### src/rtl/scan_pkg.sv
/*
 * Constants and carrier types for the background media scan scheduler.
 * Assumes a single 250 MHz core clock; all times are derived from its period.
 */
package scan_pkg;
    localparam int unsigned CLK_PERIOD_PS   = 4000;
    localparam int unsigned PS_PER_MS       = 1000000000;
    localparam int unsigned CYC_PER_MS      = PS_PER_MS / CLK_PERIOD_PS;
    localparam int unsigned IDLE_DELAY_MS   = 500;
    localparam int unsigned BURST_MS        = 800;
    localparam int unsigned RESUME_MS       = 4;
    localparam int unsigned SEG_BLOCKS      = 400;
    localparam int unsigned LBA_W           = 32;
    localparam int unsigned ID_W            = 4;
    localparam int unsigned CNT_W           = 16;
    localparam logic [3:0]  TOP_PRIO_ID     = 4'h7;

    typedef struct packed {
        logic done;
        logic recovered;
        logic unrecovered;
        logic limit_hit;
    } media_status_t;

    typedef struct packed {
        logic            prescan;
        logic [ID_W-1:0] bus_id;
    } straps_t;

    typedef struct packed {
        logic             valid;
        logic             unrecovered;
        logic [LBA_W-1:0] lba;
    } log_entry_t;

    typedef struct packed {
        logic             valid;
        logic [CNT_W-1:0] passes;
        logic [CNT_W-1:0] errors;
    } diag_t;

    typedef enum logic [1:0] {
        S_WAIT,
        S_READ,
        S_RESUME
    } scan_state_t;
endpackage

### src/rtl/media_scan.sv
/*
 * Background media scan scheduler: idle-time sequential scan in bursts and
 * segments, host yield, error logging/reallocation, pre-scan write-verify.
 * Assumes host and media inputs are synchronous to clk; media.done pulses once
 * per requested block after any recovery for it has finished.
 */
`timescale 1ns/10ps
module media_scan
    import scan_pkg::*;
#(
    parameter int unsigned CYC_MS = CYC_PER_MS
) (
    input  wire logic             clk,
    input  wire logic             reset,
    input  wire straps_t          straps,
    input  wire logic             host_cmd_pending,
    input  wire logic             host_cmd_arrive,
    input  wire logic             host_cmd_write,
    input  wire logic [LBA_W-1:0] host_cmd_lba,
    input  wire media_status_t    media,
    input  wire logic [LBA_W-1:0] total_blocks,
    input  wire logic             auto_read_reallocate_en,
    input  wire logic             read_continuous,
    input  wire logic             request_sense,
    input  wire logic             request_diag,
    input  wire logic [15:0]      arb_ids,
    input  wire logic             wide_bus,
    output logic                  scan_rd_req_r,
    output logic [LBA_W-1:0]      scan_rd_lba_r,
    output logic                  host_go_r,
    output logic                  write_verify_r,
    output log_entry_t            log_r,
    output logic                  realloc_req_r,
    output logic                  prescan_active_r,
    output logic                  scan_active_r,
    output log_entry_t            sense_r,
    output diag_t                 diag_r,
    output logic [ID_W-1:0]       bus_id_r,
    output logic                  arb_win_r
);
    localparam int unsigned SEG_W = $clog2(SEG_BLOCKS + 1);
    localparam int unsigned MS_W  = $clog2(BURST_MS + 1);

    if (CYC_MS < 2) begin : g_cyc_check
        $error("media_scan: CYC_MS must be at least 2");
    end

    scan_state_t       state_r;
    logic [MS_W-1:0]   ms_cnt_r;
    logic [SEG_W-1:0]  seg_cnt_r;
    logic [LBA_W-1:0]  pos_r;
    logic              straps_taken_r;
    logic              burst_pause_r;
    log_entry_t        last_err_r;
    logic              tick;
    logic              tick_clr;
    logic              idle_ok;
    logic              seg_end;
    logic              burst_end;
    logic              last_blk;
    logic [LBA_W-1:0]  pos_nxt;

    // Restart the ms base on phase changes except leaving S_RESUME, and on any host command arrival; a per-block restart would stall the burst clock
    assign tick_clr  = host_cmd_arrive || (state_r == S_WAIT && (host_cmd_pending || idle_ok))
                       || (state_r == S_READ && media.done && ((seg_end && host_cmd_pending) || burst_end || last_blk));
    assign last_blk  = (pos_r + LBA_W'(1) >= total_blocks);
    assign pos_nxt   = last_blk ? '0 : pos_r + LBA_W'(1);
    assign seg_end   = (seg_cnt_r == SEG_W'(SEG_BLOCKS - 1));
    assign burst_end = (ms_cnt_r >= MS_W'(BURST_MS));
    // Pre-scan skips the delay, except right after a burst so others get time
    assign idle_ok   = straps_taken_r && ((prescan_active_r && !burst_pause_r)
                       || ms_cnt_r >= MS_W'(IDLE_DELAY_MS));

    ms_tick #(
        .CYC (CYC_MS)
    ) u_tick (
        .clk    (clk),
        .reset  (reset),
        .clr    (tick_clr),
        .tick_r (tick)
    );

    // Arbitration rank: 7 highest, then down to 0, then 15 down to 8 on wide buses
    function automatic logic [4:0] prio(input logic [3:0] id);
        prio = id[3] ? {2'b00, id[2:0]} : {1'b0, 4'h8} + 5'({1'b0, id[2:0]});
    endfunction

    // Straps are caught once, on the first edge after reset release
    always_ff @(posedge clk or posedge reset) begin
        if (reset) begin
            straps_taken_r <= 1'b0;
            bus_id_r       <= '0;
        end else if (!straps_taken_r) begin
            straps_taken_r <= 1'b1;
            bus_id_r       <= straps.bus_id;
        end
    end

    always_ff @(posedge clk or posedge reset) begin
        if (reset) begin
            arb_win_r <= 1'b0;
        end else begin
            arb_win_r <= 1'b1;
            for (int i = 0; i < 16; i++) begin
                if (arb_ids[i] && (wide_bus || i < 8) && prio(4'(i)) > prio(bus_id_r))
                    arb_win_r <= 1'b0;
            end
            if (!arb_ids[bus_id_r])
                arb_win_r <= 1'b0;
        end
    end

    // Main scan sequencer
    always_ff @(posedge clk or posedge reset) begin
        if (reset) begin
            state_r       <= S_WAIT;
            ms_cnt_r      <= '0;
            seg_cnt_r     <= '0;
            pos_r         <= '0;
            burst_pause_r <= 1'b0;
            scan_rd_req_r <= 1'b0;
            scan_rd_lba_r <= '0;
            host_go_r     <= 1'b0;
            scan_active_r <= 1'b0;
        end else begin
            scan_rd_req_r <= 1'b0;
            if (tick && ms_cnt_r != '1)
                ms_cnt_r <= ms_cnt_r + MS_W'(1);
            case (state_r)
                S_WAIT: begin
                    host_go_r <= straps_taken_r;
                    if (host_cmd_arrive || host_cmd_pending) begin
                        ms_cnt_r <= '0;
                    end else if (idle_ok) begin
                        state_r       <= S_READ;
                        ms_cnt_r      <= '0;
                        seg_cnt_r     <= '0;
                        burst_pause_r <= 1'b0;
                        scan_active_r <= 1'b1;
                        host_go_r     <= 1'b0;
                        scan_rd_req_r <= 1'b1;
                        scan_rd_lba_r <= pos_r;
                    end
                end
                S_READ: begin
                    // Host waits here until the block closing the segment or burst and its recovery end
                    host_go_r <= 1'b0;
                    if (media.done) begin
                        pos_r     <= pos_nxt;
                        seg_cnt_r <= seg_end ? '0 : seg_cnt_r + SEG_W'(1);
                        if (seg_end && host_cmd_pending) begin
                            state_r       <= S_RESUME;
                            ms_cnt_r      <= '0;
                            scan_active_r <= 1'b0;
                        end else if (burst_end || last_blk) begin
                            state_r       <= S_WAIT;
                            ms_cnt_r      <= '0;
                            burst_pause_r <= 1'b1;
                            scan_active_r <= 1'b0;
                        end else begin
                            scan_rd_req_r <= 1'b1;
                            scan_rd_lba_r <= pos_nxt;
                        end
                    end
                end
                S_RESUME: begin
                    // Overhead charged once; later commands find S_WAIT open
                    if (ms_cnt_r >= MS_W'(RESUME_MS)) begin
                        state_r   <= S_WAIT;
                        ms_cnt_r  <= '0;
                        host_go_r <= 1'b1;
                    end
                end
                default: state_r <= S_WAIT;
            endcase
        end
    end

    // Error sites from scan reads
    always_ff @(posedge clk or posedge reset) begin
        if (reset) begin
            log_r         <= '0;
            realloc_req_r <= 1'b0;
            last_err_r    <= '0;
            diag_r        <= '0;
            sense_r       <= '0;
        end else begin
            log_r.valid   <= 1'b0;
            realloc_req_r <= 1'b0;
            sense_r.valid <= 1'b0;
            diag_r.valid  <= 1'b0;
            if (state_r == S_READ && media.done && (media.unrecovered || media.recovered)) begin
                last_err_r <= '{valid: 1'b1, unrecovered: media.unrecovered, lba: pos_r};
                diag_r.errors <= diag_r.errors + CNT_W'(1);
                if (!media.unrecovered && auto_read_reallocate_en && !read_continuous && !media.limit_hit) begin
                    realloc_req_r <= 1'b1;
                    log_r.lba     <= pos_r;
                end else begin
                    log_r <= '{valid: 1'b1, unrecovered: media.unrecovered, lba: pos_r};
                end
            end
            if (state_r == S_READ && media.done && last_blk)
                diag_r.passes <= diag_r.passes + CNT_W'(1);
            if (request_sense)
                sense_r <= '{valid: 1'b1, unrecovered: last_err_r.unrecovered, lba: last_err_r.lba};
            if (request_diag)
                diag_r.valid <= 1'b1;
        end
    end

    // Pre-scan mode and write conversion
    always_ff @(posedge clk or posedge reset) begin
        if (reset) begin
            prescan_active_r <= 1'b0;
            write_verify_r   <= 1'b0;
        end else begin
            if (!straps_taken_r)
                prescan_active_r <= straps.prescan;
            else if (state_r == S_READ && media.done && last_blk)
                prescan_active_r <= 1'b0;
            if (host_cmd_arrive)
                write_verify_r <= prescan_active_r && host_cmd_write && host_cmd_lba >= pos_r;
        end
    end
endmodule

### src/rtl/ms_tick.sv
/*
 * Millisecond enable divider with synchronous restart.
 * Assumes clr is a one-cycle or level request from the same clock domain.
 */
`timescale 1ns/10ps
module ms_tick #(
    parameter int unsigned CYC = 250000
) (
    input  wire logic clk,
    input  wire logic reset,
    input  wire logic clr,
    output logic      tick_r
);
    localparam int unsigned W = (CYC > 1) ? $clog2(CYC) : 1;
    localparam logic [W-1:0] LAST = W'(CYC - 1);
    logic [W-1:0] cnt_r;

    if (CYC < 2) begin : g_cyc_check
        $error("ms_tick: CYC must be at least 2");
    end

    always_ff @(posedge clk or posedge reset) begin
        if (reset) begin
            cnt_r  <= '0;
            tick_r <= 1'b0;
        end else if (clr) begin
            cnt_r  <= '0;
            tick_r <= 1'b0;
        end else begin
            tick_r <= (cnt_r == LAST);
            cnt_r  <= (cnt_r == LAST) ? '0 : cnt_r + W'(1);
        end
    end
endmodule

### config.mk
export PLATFORM = sky130hd
export DESIGN_NAME = media_scan
export DESIGN_NICKNAME = d
export VERILOG_FILES = /design/src/rtl/scan_pkg.sv /design/src/rtl/media_scan.sv /design/src/rtl/ms_tick.sv
export SDC_FILE = /design/constraint.sdc
export NUM_CORES = 1
export LEC_CHECK = 0
export ABC_AREA = 1
export BUFFER_PORTS_ARGS = -buffer_cell sky130_fd_sc_hd__buf_2
export CAP_MARGIN = 20
export CORE_UTILIZATION = 45
export DETAILED_ROUTE_END_ITERATION = 10
export GPL_ROUTABILITY_DRIVEN = 1
export PLACE_DENSITY = 0.69
export SLEW_MARGIN = 30
export SYNTH_ARGS = -nofsm -noshare
export SYNTH_HDL_FRONTEND = slang
export SYNTH_HIERARCHICAL = 1
export SYNTH_SLANG_ARGS = --single-unit
export TNS_END_PERCENT = 20
### constraint.sdc
create_clock -name clk -period 9.4 [get_ports clk]
set_input_delay 0.94 -clock clk [delete_from_list [all_inputs] [get_ports clk]]
set_output_delay 0.94 -clock clk [all_outputs]
set_load 0.02 [all_outputs]
==> summary by stage, run 1 <==
Status
The run finished with clean final reports.

Clocking
Buffers inserted to repair hold after CTS numbered 0. In this run the clock root is driven by a sky130_fd_sc_hd__clkbuf_16. The number of gates resized after CTS was 0. The number of buffers on the longest clock path is 3. The clock tree from TritonCTS is yes.

The later pin in the worst-skew pair is clocked with a latency of 0.55 ns. In this run the number of H-tree levels came out at 1. CTS saw between 200 and 250 sinks. Clock-pin slew was measured on the worst setup and hold paths at ~0.060 ns. Buffers inserted during clock tree synthesis total 26. The number of post-CTS setup repair buffers is 0.

Placement
Timing analysis after detailed placement gives a worst setup slack of 4.779 ns. After legalization and detailed placement, the total HPWL measured ~27 mm. The routability congestion estimate is 0.9416. The number of buffer cells added on primary ports is about 240.

Critical path
The critical path launch point type is a flip-flop. The cell count of the worst reg-to-reg path is 19. The worst setup path is captured at a flip-flop. The worst setup path is of the reg2reg kind. The largest individual stage delay along the critical path comes from the cell sky130_fd_sc_hd__o21ai_1. Data on the critical path is required at its endpoint by around 9.8 ns.

The largest incremental delay on the critical path is between 0.6 and 0.7 ns. The critical-path maximum fanout is 35. Traced cell by cell, the critical path runs through ha_1 -> nand2_1 -> nor2_4 -> nand3_1 -> nor2_2 -> xor2_1 -> ha_1 -> nand2_1 -> inv_1 -> nand3_1 -> nor3_1 -> and2b_1 -> nand2_2 -> nand4_2 -> inv_2 -> o21ai_1 -> inv_1 -> nand2_2 -> nor2_1. The reg2reg setup slack is roughly 4.7 ns. The arrival time at the worst endpoint is 5.10 ns.

Die
The boundary pin count is about 240. The floorplan step set the die width to around 170 µm. The full die area is roughly 30000 µm².

The placeable core area is approximately 29000 µm². After floorplanning, the core was divided into 62 placement rows. The height of the chip is 173.7 µm.

The initial core utilization is 45.96%.

STA
The number of pins with negative max-slew slack in the final report came to 0. The slew at the pin closest to its max-slew limit is between 0.9 and 1 ns. Setup repair after global routing left no endpoint under its margin.

The share of the clock period used by the worst path is between 40% and 50%. The hold violation count in the final report is 0. The total negative slack for setup checks is 0 ns.

The post-route minimum period is 4.672 ns. Measured against its own limit, the worst slew margin works out to roughly 36%. Setup slack closes at ~4.7 ns. Derived from the worst setup path, the maximum achievable clock frequency is between 0.2 and 0.25 GHz. Setup violations remaining at the end of the flow were counted as 0. The final clock skew is around 0.014 ns.

Yosys
Ranked by total cell area, the synthesized netlist is headed by sky130_fd_sc_hd__dfrtp_1 41%, sky130_fd_sc_hd__nand2_1 11%, sky130_fd_sc_hd__ha_1 7.1%. For this run, asynchronously set or reset flops after synthesis account for 100.0%. Synthesis produced a netlist whose cell count is around 1600. The mean post-synth cell area is between 8 and 9 µm². The fraction of the yosys area taken by sequential cells is between 40% and 50%. The number of synthesized register bits is approximately 220.

In the synthesized netlist the dominant register cell turns out to be sky130_fd_sc_hd__dfrtp_1. The number of enable flip-flop cells after synthesis is 0. The distinct cell type count after synthesis is between 50 and 60. After synthesis, the most frequently instantiated cells are 396 x sky130_fd_sc_hd__nand2_1, 219 x sky130_fd_sc_hd__dfrtp_1, 179 x sky130_fd_sc_hd__inv_1, 168 x sky130_fd_sc_hd__nor2_1, 98 x sky130_fd_sc_hd__o21ai_0. The number of nets in the synthesized netlist is around 1800.

The area share of the largest cell type after synthesis is 41.32%. Yosys instantiated no cell more often than sky130_fd_sc_hd__nand2_1. The number of warnings printed during yosys synthesis is 6. The netlist area before placement is roughly 13000 µm². The cell taking the most area after synthesis is sky130_fd_sc_hd__dfrtp_1.

Detailed routing
The routed wire length is between 30 and 40 mm. The detail route stage leaves a number of antenna-violating nets equal to 0. The routed wirelength normalized by instance count is roughly 16 µm. Across all layers, the routed design uses ~12000 vias. After detailed routing, the number of remaining DRC violations is 0.

In the routed layout, each cell is associated on average with a via count of between 5 and 6. The number of violations reported at the end of detailed-routing iteration 0 is a little over 900. The first TritonRoute pass finished after 5 iterations.

Global route
The via count of the first global-routing pass is roughly 11000. The first global-routing pass estimated slightly below 60 mm of wire. The sum of overflow across all layers after global routing is 0. The number of antenna violations at the first check in global routing is 0.

Entering global routing, the biggest net connects 123 pins. The global routing usage summed across all routing layers is between 20% and 30%.

Final layout
The fraction of final layout cells sized beyond drive strength 1 is about a fifth. The total inserted antenna cells is 0. The number of nets at the end of the flow is between 2000 and 2500. Compared with the post-synthesis result, the final layout area differs by 16.08%.

The final core utilization is a little over half.

Power
VDD sags by at most ~140 µV. Dividing total power by cell area gives a power density of between 150 and 200 nW/µm². For this design the static power due to leakage is 8.007 nW.

Run
The total of max-cap violations is 0.

Min path
The path class of the tightest hold or removal check is in2async.
[metal layers]
metal / up-vias / track usage (%) / wire length, µm
met3: 64 / 3.838 / 2097
met1: 5388 / 31.52 / 15750
met4: 0 / 7.200 / 1049
met5: - / 0 / 0
met2: 345 / 39.94 / 16690
li1: 5718 / - / -
[cell families after synthesis]
kind of cell / synth area share [%]
other: 0.02827
adder cells (fa/ha/maj): 7.075
multiplexers: 2.887
AO/OA/AOI/OAI: 9.358
flip-flops: 41.32
AND/OR/NAND/NOR: 26.72
XOR/XNOR: 3.368
buffers and inverters: 9.244
[metrics by stage]
stage	instances	hold WS, ns	total power, mW	instance area (µm²)
finish	2242	0.3648	2.764	15400
global route	2242	0.3821	2.914	15400
CTS	2241	0.4863	2.792	15370
detailed placement	2193	0.4786	1.734	14470
global placement	2193	0.4538	1.720	14470
floorplan	1646	0.4364	1.572	13260
[worst paths after layout]
kind                                       from                 to
worst min register to register  u_tick/cnt_r[0]    u_tick/cnt_r[0]
min in group clk                u_tick/cnt_r[0]    u_tick/cnt_r[0]
worst max-delay path                   pos_r[0]   u_tick/cnt_r[12]
max in group asynchronous                 reset     last_err_r[23]
worst min-delay path                      reset  scan_rd_lba_r[11]
worst max register to register         pos_r[0]   u_tick/cnt_r[12]
[final cells by class]
class                           instances  area (µm²)
Timing Repair Buffer                  246        1265
Multi-Input combinational cell       1157        6558
Clock inverter                         16       176.4
Inverter                              188       714.4
Sequential cell                       219        5480
Fill cell                            2777       13460
Tap cell                              384       480.5
Clock buffer                           32       723.2
[sequential cells by signal (all words and copies together) (netlist names)]
register          count
arb_win_r             1
burst_pause_r         1
bus_id_r              4
diag_r               33
host_go_r             1
last_err_r           33
log_r                 2
ms_cnt_r             10
pos_r                32
prescan_active_r      1
realloc_req_r         1
scan_active_r         1
scan_rd_lba_r        32
scan_rd_req_r         1
seg_cnt_r             9
sense_r              34
state_r               2
straps_taken_r        1
u_tick/cnt_r         18
u_tick/tick_r         1
write_verify_r        1
[critical path, delay by kind of cell, from the launching register on]
kind,cells,cell delay (ns)
AOI/OAI and AO/OA,1,0.62
xor gates and xnor gates,1,0.15
adders and majority gates,2,0.49
buffers and inverters,3,0.39
DFF,1,0.44
and+or+nand+nor,12,2.45
[cells in the final DEF (no fill, tap or decap), drive strengths merged]
| cell type | n |
|---|---|
| o21ba | 1 |
| bufinv | 3 |
| a21o | 2 |
| nand4 | 55 |
| nor3 | 18 |
| a31oi | 3 |
| clkbuf | 32 |
| nand2 | 413 |
| nor2 | 187 |
| xor2 | 39 |
| nand3b | 3 |
| and2b | 1 |
| and3 | 2 |
| conb | 1 |
| a211oi | 2 |
| dfrtp | 219 |
| o2111ai | 1 |
| o211ai | 2 |
| a21oi | 46 |
| o21bai | 33 |
| a221oi | 2 |
| a41oi | 1 |
| o21ai | 102 |
| and2 | 1 |
| xnor2 | 12 |
| nor3b | 3 |
| buf | 246 |
| or2 | 3 |
| mux2 | 34 |
| a22oi | 5 |
| o22ai | 3 |
| o41ai | 4 |
| clkinvlp | 1 |
| o21a | 2 |
| clkinv | 14 |
| ha | 75 |
| inv | 186 |
| nand3 | 95 |
| nor4 | 6 |
[report_power, final]
part           internal [mW]  total [mW]  switching, mW
Combinational          0.186       0.632          0.446
Sequential              1.02        1.08         0.0648
Clock                  0.630        1.05          0.419
Total                   1.83        2.76          0.930
Note: power is estimated with default switching activity, not from simulation.
==> run 2: changes to the inputs <==
Settings changed: PLACE_DENSITY 0.69 to 0.71.
Clock period 9.4 ns to 3.9 ns, I/O delays scaled along.
==> summary by stage, run 2 (synthesis results as in run 1) <==
Power
The clock share of power is 36.2% (-1.7 points). The sequential cell fraction of total power is 39.7% (+0.5 points). The net switching power figure is 2.236 mW (+140%).

The ratio of total power to cell area is 425.5 nW/µm² (+140%). The peak supply drop is 310.0 µV (+120%). The reported leakage power was 8.044 nW (+0.46%). The logic gate share of total power was 24.1% (+1.2 points). The fraction of power spent switching nets was 33.94% (+0.30 points).

The internal cell power is 4.353 mW (+140%).

Detailed routing
The post-detailed-route DRC marker count was 0 (unchanged). The number of violations reported at the end of detailed-routing iteration 0 came to 967 (+4.4%). The length of the first detailed-routing pass in iterations came to 6 (+1). The routed wirelength normalized by instance count is 16.28 µm (+2.6%). The vias after detailed routing is 11744 (+2.0%). The routed wire length was 36.82 mm (+3.5%). The average vias per placed instance is 5.194 (+1.1%). The antenna violation net count after detailed routing is 0 (unchanged).

Critical path
The critical-path maximum fanout was 7 (-80%). The category of the worst setup path capture point is a flip-flop. The required arrival time at the worst endpoint is 4.31 ns (-5.52 ns).

The arrival time at the worst endpoint came to 3.94 ns (-1.16 ns). The source of the worst register-to-register timing path is pos_r[0]. The buffer and inverter count on the worst path was 3 (unchanged). The critical path launch point type is a flip-flop. The critical path in this run is classified as reg2reg. The startpoint of the worst setup timing path is pos_r[0]. The largest incremental delay on the critical path is 0.45 ns (-0.17 ns). The signal on the critical path passes through ha_1 -> nand2_1 -> inv_1 -> nand2_1 -> nor2_2 -> nand3_1 -> nand2_1 -> nand2_1 -> ha_1 -> nand2_1 -> nor2_1 -> nand4_1 -> nor3_2 -> nand2_2 -> nand4_2 -> inv_2 -> o21ai_0 -> inv_1 -> nand2_2 -> nor2_1.

The most common cell type on the critical path is sky130_fd_sc_hd__nand2_1. Grouping stages by cell kind, the critical path spends the most delay in simple AND/OR/NAND/NOR gates. The slowest stage of the critical path belongs to the cell sky130_fd_sc_hd__dfrtp_1.

Final layout
The largest registers in the layout are sense_r (34), diag_r (33), last_err_r (33). The flip-flop count of the largest register, all copies and words added is 34 (unchanged). The most common cell after layout, fill and taps aside is sky130_fd_sc_hd__nand2_1. In the layout the commonest cells are 396 x sky130_fd_sc_hd__nand2_1, 242 x sky130_fd_sc_hd__buf_2, 219 x sky130_fd_sc_hd__dfrtp_1. The number of fillers in the final layout came to 2771 (-0.22%). The multi-input combinational cell area came to 6563 µm² (about the same).

The growth of design area from synthesis to finish is 16.76%. The number of nets at the end of the flow is 2031 (+0.94%). More flip-flops sit in one register than any other, and that register is sense_r. The fraction of final layout cells sized beyond drive strength 1 is 21.75% (+0.49 points). The area of all sequential standard cells is 5480 µm² (unchanged).

STA
The final clock skew was 0.01607 ns (+0.002549 ns). The number of pins with negative max-slew slack in the final report is 0 (unchanged). The post-route minimum period is 3.532 ns (-1.140 ns). The hold violation count in the final report is 0 (unchanged).

The peak clock frequency supported by timing was 0.2831 GHz (+32%). The share of the clock period used by the worst path is 90.58% (+41 points). The smallest hold slack was 0.009299 ns (-0.3555 ns).

The setup violation total in the final timing report is 0 (unchanged). Setup repair after global routing left no endpoint under its margin. The slew at the pin closest to its max-slew limit is 0.8703 ns (-0.08660 ns). The headroom to the max-slew limit is 41.44% (+5.4 points). The total negative slack for setup checks was 0 ns (unchanged).

Global route
The wire length of the first global-routing pass is 60.14 mm (+3.0%). The largest net degree at the start of global routing was 87 (-29%). The sum of overflow across all layers after global routing was 0 (unchanged). The number of antenna violations at the first check in global routing is 1 (+1).

The via count of the first global-routing pass came to 11606 (+2.6%). The global routing usage summed across all routing layers was 24.60% (+0.80 points).

Clocking
The clock tree root buffer cell is sky130_fd_sc_hd__clkbuf_16. The number of post-CTS setup repair buffers is 0 (unchanged). The count of H-tree levels built during CTS came to 1 (unchanged).

The total CTS buffers was 27 (+3.8%). The clock tree from TritonCTS is yes. The total number of clock tree sinks is 219 (unchanged). The clock-pin slew reported for the worst setup and hold paths after clock tree synthesis is 0.06 ns (about the same). The number of buffers on the longest clock path was 3 (unchanged). The latest clock arrival within the worst-skew pair is 0.53 ns (-0.02 ns).

Status
The run finished with clean final reports.

Die
The boundary pin count is 243 (unchanged). The x dimension of the die is 173.7 µm (unchanged). The initial core utilization was 45.96% (unchanged). The full die area was 30170 µm² (unchanged).

The placeable core area came to 28860 µm² (unchanged). The number of placement rows is 62 (unchanged). The height of the chip was 173.7 µm (unchanged).

Placement
The half-perimeter wire length of the detailed placement result came to 28.03 mm (+4.6%). The number of buffer cells added on primary ports came to 242 (unchanged). The routability congestion estimate is 0.9619 (+2.2%).

Min path
The class of the worst hold path is in2async.

Run
The total of max-cap violations is 0 (unchanged).
-- run 2: final cells by class --
| class | count | area share [%] |
|---|---|---|
| clock buffer | 37 | 4.863 |
| timing repair buffer | 264 | 9.064 |
| inverter | 188 | 4.605 |
| tap | 384 | 3.102 |
| multi-input combinational | 1157 | 42.37 |
| clock inverter | 11 | 0.5898 |
| antenna | 1 | 0.01616 |
| sequential | 219 | 35.39 |
-- run 2: timing repair --
item	4_1_cts	5_1_grt
hold buffers	1	0
gates resized for setup	0	3
endpoints found under the setup margin	0	18
endpoints found under the hold margin	1	0
-- run 2: through the flow --
stage / total power [mW] / setup slack (ns) / util (%) / instance area [µm²] / std cells
after floorplan: 3.790 / 0.7861 / - / 13270 / 1646
after global placement: 4.185 / 0.3690 / 50.67 / 14620 / 2211
after detailed placement: 4.228 / 0.2882 / 50.67 / 14620 / 2211
after CTS: 6.641 / 0.2410 / 53.63 / 15480 / 2260
after global routing: 6.929 / 0.03734 / 53.67 / 15490 / 2261
final: 6.589 / 0.3676 / 53.67 / 15490 / 2261
-- run 2: routing by layer --
| layer | share of wire, % | routed length, µm | vias to the layer above | track usage, % |
|---|---|---|---|---|
| met3 | 6.3 | 2332 | 94 | 3.750 |
| met5 | 0 | 0 | - | 0 |
| li1 | - | - | 5759 | - |
| met2 | 46 | 16860 | 393 | 40.03 |
| met1 | 43 | 15910 | 5498 | 32.55 |
| met4 | 4.7 | 1721 | 0 | 10.64 |
-- run 2: power by group through the flow --
stage	clock, mW	sequential, mW	combinational (mW)
final	2.39	2.61	1.59
after global routing	2.53	2.64	1.76
after CTS	2.44	2.61	1.59
after detailed placement	0	2.65	1.58
after global placement	0	2.64	1.54
after floorplan	0	2.73	1.06
-- run 2: worst paths after layout --
| path | endpoint | slack (ns) | cells past startpoint |
|---|---|---|---|
| max in group asynchronous | diag_r[15] | 2.96 | 3 |
| worst max-delay path | u_tick/cnt_r[1] | 0.37 | 20 |
| worst min-delay path | scan_rd_lba_r[9] | 0.009 | 2 |
| min in group clk | bus_id_r[1] | 0.07 | 3 |
| worst min register to register | last_err_r[32] | 0.47 | 2 |
| worst max register to register | u_tick/cnt_r[1] | 0.37 | 20 |
